File: src/logic/nac_consts.svh
// Offsets, field positions and reset values of the accumulator block.
// Assumes inclusion by the package and by the design module only.
`ifndef NAC_CONSTS_SVH
`define NAC_CONSTS_SVH
`define NAC_CTRL_ADDR 12'h000
`define NAC_STAT_ADDR 12'h004
`define NAC_CTRL_RESET 32'h0000_0000
`define NAC_CTRL_WMASK 32'h0000_00FF
`define NAC_CTRL_CLEAR_BIT 8
`define NAC_OFS_NONE 4'h0
`define NAC_OFS_LOW 4'h2
`define NAC_OFS_HIGH 4'h4
`define NAC_OFS_BOTH 4'h8
`define NAC_ACC_RESET 4'h0
`endif

File: src/logic/nac_pkg.sv
// Types shared by the accumulator block.
// Assumes nac_consts.svh sits beside it.
`include "nac_consts.svh"
package nac_pkg;
	// Control word as software writes it
	typedef struct packed {
		logic [1:0] offset_sw; // Bit 1 upper switch, bit 0 lower switch
		logic async_mode; // Output source select: 1 takes the adder
		logic subtract; // Count direction select
		logic [3:0] weight_sw; // Weight switches 8,4,2,1
	} nac_ctrl_t;
	// Level words driven toward the converters
	typedef struct packed {
		logic [3:0] primary;
		logic [3:0] shifted;
	} nac_levels_t;
	// Whole state of the block
	typedef struct packed {
		logic [3:0] acc;
		logic carry;
		logic flip;
		nac_ctrl_t ctrl;
		logic clk_d;
		logic xor_d;
		logic dir_d;
		logic rst_d;
		logic [31:0] prdata;
	} nac_state_t;
endpackage

File: src/logic/nac_accum.sv
// Four-bit accumulator with rotate path, overflow pulse and two level words.
// Assumes all pins are synchronous to pclk and an APB master on the bus side.
// What this block does
// (RQ1) Addend bits are weight switch OR gate input of the same weight.
// (RQ2) Register takes register plus addend on each accumulate edge.
// (RQ3) Sum above 15 wraps modulo 16.
// (RQ4) Overflow output high for one input clock period after overflow.
// (RQ5) Four gate outputs follow register bits, weights 8,4,2,1.
// (RQ6) Primary level word is the register value.
// (RQ7) Second level word is register value plus switch-selected offset.
// (RQ8) Offset switches: none 0, lower 2, upper 4, both 8.
// (RQ9) Second level word wraps modulo 16.
// (RQ10) Rotate request high in synchronous mode rotates upward on clock edges.
// (RQ11) Output source select picks register or live adder output.
// (RQ12) Asynchronous mode rotates on edges of rotate XOR clock input.
// (RQ13) Direction select chooses add or subtract.
// (RQ14) Addend 8 alternates values; addend 0 holds register.
// (RQ15) A rotate edge replaces the accumulate step on that edge.
// (RQ16) Reset input or button clears register and overflow output to zero.
// (RQ17) Rising edge on direction flip input inverts counting direction.
// (RQ18) Serial fill feeds the bottom bit; unconnected, top bit recirculates.
// (RQ19) Serial mix is XORed into the bit entering the register.
//
// The register addresses and the APB interface to the registers are this design's own decisions.
`include "nac_consts.svh"
module nac_accum (
	// APB slave
	input wire logic pclk,
	input wire logic presetn,
	input wire logic psel,
	input wire logic penable,
	input wire logic pwrite,
	input wire logic [11:0] paddr,
	input wire logic [31:0] pwdata,
	output logic [31:0] prdata,
	output logic pready,
	output logic pslverr,
	// Gate inputs
	input wire logic [3:0] gate_in,
	input wire logic carry_in,
	input wire logic clock_in,
	input wire logic reset_in,
	input wire logic dir_flip_in,
	// Shift register inputs
	input wire logic rotate_req,
	input wire logic fill_in,
	input wire logic fill_present,
	input wire logic mix_in,
	// Outputs
	output logic [3:0] gate_out,
	output logic carry_out,
	output nac_pkg::nac_levels_t levels
);
	// Offset decode, shared by the datapath and its checks
	function automatic logic [3:0] offset_of(input logic [1:0] sw);
		case (sw)
			2'b00: offset_of = `NAC_OFS_NONE;
			2'b01: offset_of = `NAC_OFS_LOW;
			2'b10: offset_of = `NAC_OFS_HIGH;
			default: offset_of = `NAC_OFS_BOTH;
		endcase
	endfunction

	nac_pkg::nac_state_t st;
	nac_pkg::nac_state_t next_st;
	logic [3:0] addend;
	logic subtract_eff;
	logic [4:0] sum_wide;
	logic [3:0] adder_out;
	logic overflow;
	logic clk_rise;
	logic xor_rise;
	logic rotate_edge;
	logic accum_edge;
	logic clear_edge;
	logic bit_entering;
	logic [3:0] shown;
	logic wr_access;
	logic rd_setup;
	logic mapped;
	logic clear_now;

	// Addend from switches and gates; carry input doubles as weight 1
	assign addend = st.ctrl.weight_sw | gate_in | {3'b000, carry_in}; // RQ1
	assign subtract_eff = st.ctrl.subtract ^ st.flip; // RQ13 RQ17

	// Five-bit result: bit 4 is carry on add, borrow on subtract
	assign sum_wide = subtract_eff ? ({1'b0, st.acc} - {1'b0, addend})
		: ({1'b0, st.acc} + {1'b0, addend}); // RQ2 RQ13
	assign adder_out = sum_wide[3:0]; // RQ3
	assign overflow = sum_wide[4]; // RQ4

	// Edge detection on the pins, all sampled against pclk
	assign clk_rise = clock_in & ~st.clk_d;
	assign xor_rise = (clock_in ^ rotate_req) & ~st.xor_d;
	assign clear_edge = reset_in & ~st.rst_d;
	// Any clear this cycle, from the pin edge or the software pulse
	assign clear_now = clear_edge || (wr_access && pwdata[`NAC_CTRL_CLEAR_BIT]);

	// Sync mode rotates on a clock edge with rotate high; async on the XOR edge
	assign rotate_edge = st.ctrl.async_mode ? xor_rise : (clk_rise & rotate_req); // RQ10 RQ12
	assign accum_edge = clk_rise & ~rotate_edge; // RQ15

	// Bit entering the bottom of the shift path
	assign bit_entering = (fill_present ? fill_in : st.acc[3]) ^ mix_in; // RQ18 RQ19

	// APB decode; the slave answers with no wait states
	assign mapped = (paddr == `NAC_CTRL_ADDR) || (paddr == `NAC_STAT_ADDR);
	assign wr_access = psel & penable & pwrite & (paddr == `NAC_CTRL_ADDR);
	assign rd_setup = psel & ~penable & ~pwrite;
	assign pready = 1'b1;
	assign pslverr = psel & penable & ~mapped;
	assign prdata = st.prdata;

	// Next-state logic
	always_comb begin
		next_st = st;
		next_st.clk_d = clock_in;
		next_st.xor_d = clock_in ^ rotate_req;
		next_st.dir_d = dir_flip_in;
		next_st.rst_d = reset_in;
		if (dir_flip_in & ~st.dir_d) begin
			next_st.flip = ~st.flip; // RQ17
		end
		if (wr_access) begin
			next_st.ctrl = nac_pkg::nac_ctrl_t'(pwdata[7:0]);
		end
		// Rotate wins over accumulate; carry lasts until the next clock edge
		if (rotate_edge) begin
			next_st.acc = {st.acc[2:0], bit_entering}; // RQ10 RQ12 RQ18
		end else if (accum_edge) begin
			next_st.acc = adder_out; // RQ2 RQ3 RQ14
		end
		if (clk_rise) begin
			next_st.carry = accum_edge & overflow; // RQ4
		end
		// Clear has top priority so a reset pulse at audio rate acts as hard sync
		if (clear_now) begin
			next_st.acc = `NAC_ACC_RESET; // RQ16
			next_st.carry = 1'b0; // RQ16
		end
		// Read data is captured in setup so it is stable through the access
		next_st.prdata = 32'h0000_0000;
		if (rd_setup && paddr == `NAC_CTRL_ADDR) begin
			next_st.prdata = {24'h00_0000, st.ctrl};
		end else if (rd_setup && paddr == `NAC_STAT_ADDR) begin
			next_st.prdata = {18'h0_0000, addend, subtract_eff, st.carry,
				levels.shifted, st.acc};
		end
	end

	// State register
	always_ff @(posedge pclk or negedge presetn) begin
		if (!presetn) begin
			st <= '0;
		end else begin
			st <= next_st;
		end
	end

	// Output source: register, or the live adder in async mode
	assign shown = st.ctrl.async_mode ? adder_out : st.acc; // RQ11
	assign levels.primary = shown; // RQ6
	assign levels.shifted = shown + offset_of(st.ctrl.offset_sw); // RQ7 RQ8 RQ9
	assign carry_out = st.carry; // RQ4

	// One gate output per register bit
	for (genvar i = 0; i < 4; i++) begin : g_gate
		assign gate_out[i] = shown[i]; // RQ5
	end

	// Checks
	chk_accum_step: assert property (@(posedge pclk) disable iff (!presetn) // RQ2
		(accum_edge && !clear_edge && !(wr_access && pwdata[`NAC_CTRL_CLEAR_BIT]))
		|=> st.acc == ($past(subtract_eff) ? $past(st.acc) - $past(addend)
			: $past(st.acc) + $past(addend)))
		else $error("accumulate step wrong");
	chk_wrap_add: assert property (@(posedge pclk) disable iff (!presetn) // RQ3
		(accum_edge && !subtract_eff && !clear_edge && st.acc == 4'hE && addend == 4'h4
		&& !wr_access) |=> st.acc == 4'h2)
		else $error("wrap failed");
	chk_carry_pulse: assert property (@(posedge pclk) disable iff (!presetn) // RQ4
		(accum_edge && overflow && !clear_edge && !wr_access) |=> carry_out
		until_with (clk_rise || clear_edge))
		else $error("carry not held for period");
	chk_carry_drop: assert property (@(posedge pclk) disable iff (!presetn) // RQ4
		(clk_rise && !(accum_edge && overflow)) |=> !carry_out)
		else $error("carry stuck");
	chk_level_offset: assert property (@(posedge pclk) disable iff (!presetn) // RQ7
		levels.shifted == 4'(levels.primary + offset_of(st.ctrl.offset_sw)))
		else $error("offset level wrong");
	chk_rotate_sync: assert property (@(posedge pclk) disable iff (!presetn) // RQ10
		(!st.ctrl.async_mode && clk_rise && rotate_req && !clear_edge && !wr_access)
		|=> st.acc == {$past(st.acc[2:0]), $past(bit_entering)})
		else $error("sync rotate wrong");
	chk_rotate_async: assert property (@(posedge pclk) disable iff (!presetn) // RQ12
		(st.ctrl.async_mode && xor_rise && !clear_edge && !wr_access)
		|=> st.acc[0] == $past(bit_entering))
		else $error("async rotate wrong");
	chk_source_sel: assert property (@(posedge pclk) disable iff (!presetn) // RQ11
		st.ctrl.async_mode ? (gate_out == adder_out) : (gate_out == st.acc))
		else $error("output source wrong");
	chk_zero_hold: assert property (@(posedge pclk) disable iff (!presetn) // RQ14
		(accum_edge && addend == 4'h0 && !clear_edge && !wr_access) |=> $stable(st.acc))
		else $error("zero addend moved register");
	chk_clear: assert property (@(posedge pclk) disable iff (!presetn) // RQ16
		clear_edge |=> (st.acc == 4'h0 && !carry_out))
		else $error("clear failed");
	chk_dir_flip: assert property (@(posedge pclk) disable iff (!presetn) // RQ17
		(dir_flip_in && !st.dir_d) |=> subtract_eff != $past(subtract_eff)
		|| $past(wr_access))
		else $error("direction not flipped");

	// Checks on the addend, written per bit so a stuck weight shows alone
	for (genvar b = 0; b < 4; b++) begin : g_addend_chk
		// Either source of a weight must set that weight
		chk_addend_bit: assert property (@(posedge pclk) disable iff (!presetn) // RQ1
			(st.ctrl.weight_sw[b] || gate_in[b]) |-> addend[b])
			else $error("addend bit missing");
	end

	// No switch, no gate and no carry input gives an empty addend
	chk_addend_zero: assert property (@(posedge pclk) disable iff (!presetn) // RQ1
		(st.ctrl.weight_sw == 4'h0 && gate_in == 4'h0 && !carry_in) |-> addend == 4'h0)
		else $error("addend not empty");

	// Gate outputs follow their own register bit while the register is shown
	for (genvar g = 0; g < 4; g++) begin : g_gate_chk
		// A swapped bit order would pass a whole-word check only by luck
		chk_gate_bit: assert property (@(posedge pclk) disable iff (!presetn) // RQ5
			!st.ctrl.async_mode |-> gate_out[g] == st.acc[g])
			else $error("gate output off its bit");
	end

	// Primary level is the plain register word in synchronous mode
	chk_primary_level: assert property (@(posedge pclk) disable iff (!presetn) // RQ6
		!st.ctrl.async_mode |-> levels.primary == st.acc)
		else $error("primary level wrong");

	// Each offset setting gives its own fixed distance between the two levels
	chk_offset_none: assert property (@(posedge pclk) disable iff (!presetn) // RQ8
		st.ctrl.offset_sw == 2'b00 |-> levels.shifted == levels.primary)
		else $error("offset none wrong");
	chk_offset_low: assert property (@(posedge pclk) disable iff (!presetn) // RQ8
		st.ctrl.offset_sw == 2'b01 |-> 4'(levels.shifted - levels.primary) == 4'h2)
		else $error("offset low wrong");
	chk_offset_high: assert property (@(posedge pclk) disable iff (!presetn) // RQ8
		st.ctrl.offset_sw == 2'b10 |-> 4'(levels.shifted - levels.primary) == 4'h4)
		else $error("offset high wrong");
	chk_offset_both: assert property (@(posedge pclk) disable iff (!presetn) // RQ8
		st.ctrl.offset_sw == 2'b11 |-> 4'(levels.shifted - levels.primary) == 4'h8)
		else $error("offset both wrong");

	// Half-scale offset on an upper-half value must wrap into the lower half
	chk_shift_wraps: assert property (@(posedge pclk) disable iff (!presetn) // RQ9
		(st.ctrl.offset_sw == 2'b11 && levels.primary[3]) |-> !levels.shifted[3])
		else $error("shifted level did not wrap");

	// Carry on add is set exactly when the sum passes fifteen
	chk_add_carry: assert property (@(posedge pclk) disable iff (!presetn) // RQ3
		(accum_edge && !subtract_eff && !clear_now)
		|=> carry_out == ($past(st.acc) > 4'(4'hF - $past(addend))))
		else $error("add carry wrong");

	// Borrow on subtract is set exactly when the addend exceeds the register
	chk_sub_borrow: assert property (@(posedge pclk) disable iff (!presetn) // RQ13
		(accum_edge && subtract_eff && !clear_now)
		|=> carry_out == ($past(addend) > $past(st.acc)))
		else $error("subtract borrow wrong");

	// Adding or taking eight only toggles the top bit
	chk_half_scale: assert property (@(posedge pclk) disable iff (!presetn) // RQ14
		(accum_edge && addend == 4'h8 && !clear_now) |=> st.acc == ($past(st.acc) ^ 4'h8))
		else $error("half scale step wrong");

	// A rotate on a clock edge leaves no carry and moves the bits up
	chk_rotate_wins: assert property (@(posedge pclk) disable iff (!presetn) // RQ15
		(clk_rise && rotate_edge && !clear_now)
		|=> (!carry_out && st.acc[3:1] == $past(st.acc[2:0])))
		else $error("rotate did not replace step");

	// With nothing patched into the fill the top bit comes back round
	chk_fill_recirc: assert property (@(posedge pclk) disable iff (!presetn) // RQ18
		(rotate_edge && !fill_present && !mix_in && !clear_now)
		|=> st.acc[0] == $past(st.acc[3]))
		else $error("top bit not recirculated");

	// The mix input inverts the patched fill bit when high
	chk_mix_flip: assert property (@(posedge pclk) disable iff (!presetn) // RQ19
		(rotate_edge && fill_present && !clear_now)
		|=> st.acc[0] == ($past(fill_in) ^ $past(mix_in)))
		else $error("mixed fill bit wrong");

	// The software clear pulse acts like the pin
	chk_clear_write: assert property (@(posedge pclk) disable iff (!presetn) // RQ16
		(wr_access && pwdata[`NAC_CTRL_CLEAR_BIT]) |=> (st.acc == 4'h0 && !carry_out))
		else $error("software clear failed");

	// Between edges the register holds, whatever the output source shows
	chk_hold_between: assert property (@(posedge pclk) disable iff (!presetn) // RQ11
		(!clk_rise && !rotate_edge && !clear_now) |=> $stable(st.acc))
		else $error("register moved between edges");

	// Without a rising edge on the flip pin the direction is kept
	chk_flip_keep: assert property (@(posedge pclk) disable iff (!presetn) // RQ17
		!(dir_flip_in && !st.dir_d) |=> $stable(st.flip))
		else $error("direction flipped without edge");
endmodule

File: config.mk
export PLATFORM = sky130hd
export DESIGN_NAME = nac_accum
export DESIGN_NICKNAME = d
export VERILOG_FILES = /design/src/logic/nac_pkg.sv /design/src/logic/nac_accum.sv
export VERILOG_INCLUDE_DIRS = /design/src /design/src/logic
export SDC_FILE = /design/constraint.sdc
export NUM_CORES = 1
export LEC_CHECK = 0
export BUFFER_PORTS_ARGS = -buffer_cell sky130_fd_sc_hd__buf_2
export CAP_MARGIN = 20
export CORE_MARGIN = 2
export CORE_UTILIZATION = 35
export CTS_CLUSTER_SIZE = 20
export DETAILED_ROUTE_END_ITERATION = 8
export HOLD_SLACK_MARGIN = 0.02
export PLACE_DENSITY = 0.64
export SLEW_MARGIN = 5
export SYNTH_ARGS = -nofsm -noshare
export SYNTH_HDL_FRONTEND = slang
export SYNTH_SLANG_ARGS = --single-unit
File: constraint.sdc
create_clock -name pclk -period 8.3 [get_ports pclk]
set_input_delay 0 -clock pclk [delete_from_list [all_inputs] [get_ports pclk]]
set_output_delay 0 -clock pclk [all_outputs]
set_load 0.1 [all_outputs]
==> results.cfg <==
[place]
io_buffers = 65
place_congestion = 0.822
dp_hpwl_mm = 3.28

[synth]
synth_edf_count = 0
dominantRegCellSynth = dfrtp_1
ys_warn_count = 0
ys_types = 46
avgSynthCellArea_um2 = 10.0
netlist_instances = 205
syn_area_mm2 = 0.00206
ys_ff_latch = 32
ys_seq_area_share_pct = 38.9
ys_async_sr_fraction_pct = 100

[drt]
vias_per_cell = 4.51
drt_pre_antenna_iters = 4
ant_nets = 0
avgRoutedWirePerCell_um = 12.6
drt_iter0_drc = 51
drt_wl_total_mm = 4.33
vias = 1553
post-route-drc-count = 0

[sta]
fin_crit_sh_pct = 52.7
rsz0062_at_grt = false
fin_setup_tns_ns = 0
final-hold-violation-count = 0
max_freq_mhz = 229
fin_crit_ns = 4.38
fin_worst_skew_ns = 0.00747
slew_headroom_pct = 53.1
setup_viol = 0
slew_violations = 0
tightestPinTransition_ns = 0.704

[cts]
clock_latency_ns = 0.28
cts_setup_buffers = 0
cts_buffer_depth = 2
cts_sinks = 32
numCtsBuffers = 5
cts.htree.levels = 2
root_buffer = clkbuf_8
clkSlewWorstSetupHoldPaths_ns = 0.06
cts_tree = yes

[setup_path]
path_buf_inv = 2
cp_data_arrival_time_ns = 4.38
cp_slowest_cell = or4_4
critPathKind = register to primary output
worst_path_largest_cell_delay_ns = 0.55
cp_top_family = adder cells
cp.required_ns = 8.30
cp_max_fo = 4
worstPathCellList = nor3_1, ha_1, o21a_1, fa_1, mux2i_1, ha_1, inv_1, fa_1, or4_4, and2_4, xor2_1, buf_2
cp-start-kind = register
crit_path_end_kind = primary output

[die]
core_area_mm2 = 0.00561
initial_core_util_pct = 36.7
die_w_um = 80.7
ios = 108
die_area_mm2 = 0.00651
core.rowCount = 27
die_height_um = 80.7

[job]
drv_cap = 0

[global_route]
grt_pass1_vias = 1442
grt-ovfl-total = 0
grt_pass1_wl_mm = 6.84
grt_start_max_net_pins = 33
grtUsageMet2_pct = 22.9
grt_usage_pct = 13.8
antenna_found_initial = 0
use_met1_pct = 18.0
met3_usage_pct = 3.48
busiest_layer = met2

[finish]
fin_nets = 340
antenna_cells = 0
drive_gt1_share_pct = 33.5
syn2layout_area_growth_pct = 22.2

[power_and_ir_drop]
p_per_area_mw_per_mm2 = 266
p_total_uw = 669
p_leak_uw = 0.00129
peakVddDrop_uv = 213

[outcome]
outcome = finished, final reports clean

[hold_path]
hold_class = input port to register
[power by group]
| part | internal (µW) | total, µW | switching [µW] |
|---|---|---|---|
| Clock | 89.0 | 146 | 57.3 |
| Sequential | 166 | 176 | 10.3 |
| Combinational | 86.4 | 346 | 260 |
[per-stage QoR]
stage	hold WS, ns	util (%)	cells	setup slack (ns)	instance area (µm²)
finish	0.0473	44.9	344	3.92	2520
global route	0.0481	44.9	344	3.68	2520
CTS	0.0359	44.9	344	3.88	2520
detailed placement	0.0980	39.9	319	4.19	2240
global placement	0.0950	39.9	319	4.21	2240
floorplan	-0.296	-	222	2.09	2120
[cell usage after synthesis (5+ instances only)]
library cell	number	area share [%]
buf_4	38	14
dfrtp_1	32	39
ha_1	6	3.6
inv_1	9	1.6
mux2_4	7	5.1
mux2i_1	5	2.4
nand2_1	17	3.1
nor2_1	17	3.1
nor3_1	7	1.7
o21ai_0	5	1.2
xor2_1	5	2.1
[what timing repair did]
item,in CTS,in global routing
hold buffers,17,0
resized for setup,0,0
hold endpoints to repair,48,0
[layer usage]
layer	part of all wire [%]	vias up
li1	-	773
met1	44	730
met2	50	45
met3	5.2	5
met4	0.97	0
met5	0	-
[registers in the layout, indices dropped and copies added (netlist names)]
name	flops
st	17
prdata	14
carry_out	1
[worst min-delay path, delay by kind of cell]
kind                   cells  cell delay (ns)
and+or+nand+nor            2             0.19
buffers and inverters      1             0.08
[path summary, 6_finish.rpt]
| check | cells after the start | slack [ns] | start | end |
|---|---|---|---|---|
| min in group asynchronous | 2 | 0.30 | presetn | st[35] |
| hold reg to reg | 1 | 0.50 | st[44] | st[44] |
| setup reg to reg | 11 | 4.56 | st[36] | prdata[7] |
| max in group asynchronous | 2 | 7.55 | presetn | st[40] |
| setup / recovery | 12 | 3.92 | st[36] | levels[3] |
| hold / removal | 3 | 0.05 | gate_in[2] | prdata[12] |
[placed cells by master, fill, tap and decap left out, types with 2 or more instances in the layout]
cell type / instances
a211oi_1: 2
a21oi_1: 2
a22o_1: 4
a31oi_1: 3
and2_1: 2
buf_2: 65
clkbuf_8: 5
conb_1: 19
dfrtp_1: 32
dlygate4sd3_1: 17
fa_1: 2
ha_1: 6
inv_1: 9
mux2_4: 7
mux2i_1: 5
nand2_1: 17
nand2b_1: 4
nand4_1: 2
nor2_1: 17
nor2b_1: 3
nor3_1: 7
nor4_2: 2
o21a_1: 4
o21ai_0: 5
xnor2_1: 3
xor2_1: 5
[final cells by class]
| class | instances | area (µm²) |
|---|---|---|
| clock inverter | 2 | 35.0 |
| timing repair buffer | 82 | 495 |
| multi-input combinational | 140 | 985 |
| inverter | 10 | 37.5 |
| sequential | 32 | 801 |
| fill | 562 | 3090 |
| clock buffer | 6 | 72.6 |
| tap | 72 | 90.1 |
[cells by family after synthesis]
| kind of cell | share of synthesized area, % |
|---|---|
| other | 0.365 |
| XOR/XNOR | 3.40 |
| AO/OA/AOI/OAI | 11.2 |
| multiplexers | 7.53 |
| buffers and inverters | 16.4 |
| AND/OR/NAND/NOR | 16.6 |
| adder cells (fa/ha/maj) | 5.59 |
| flip-flops | 38.9 |
Power figures use the tool's default switching activity.
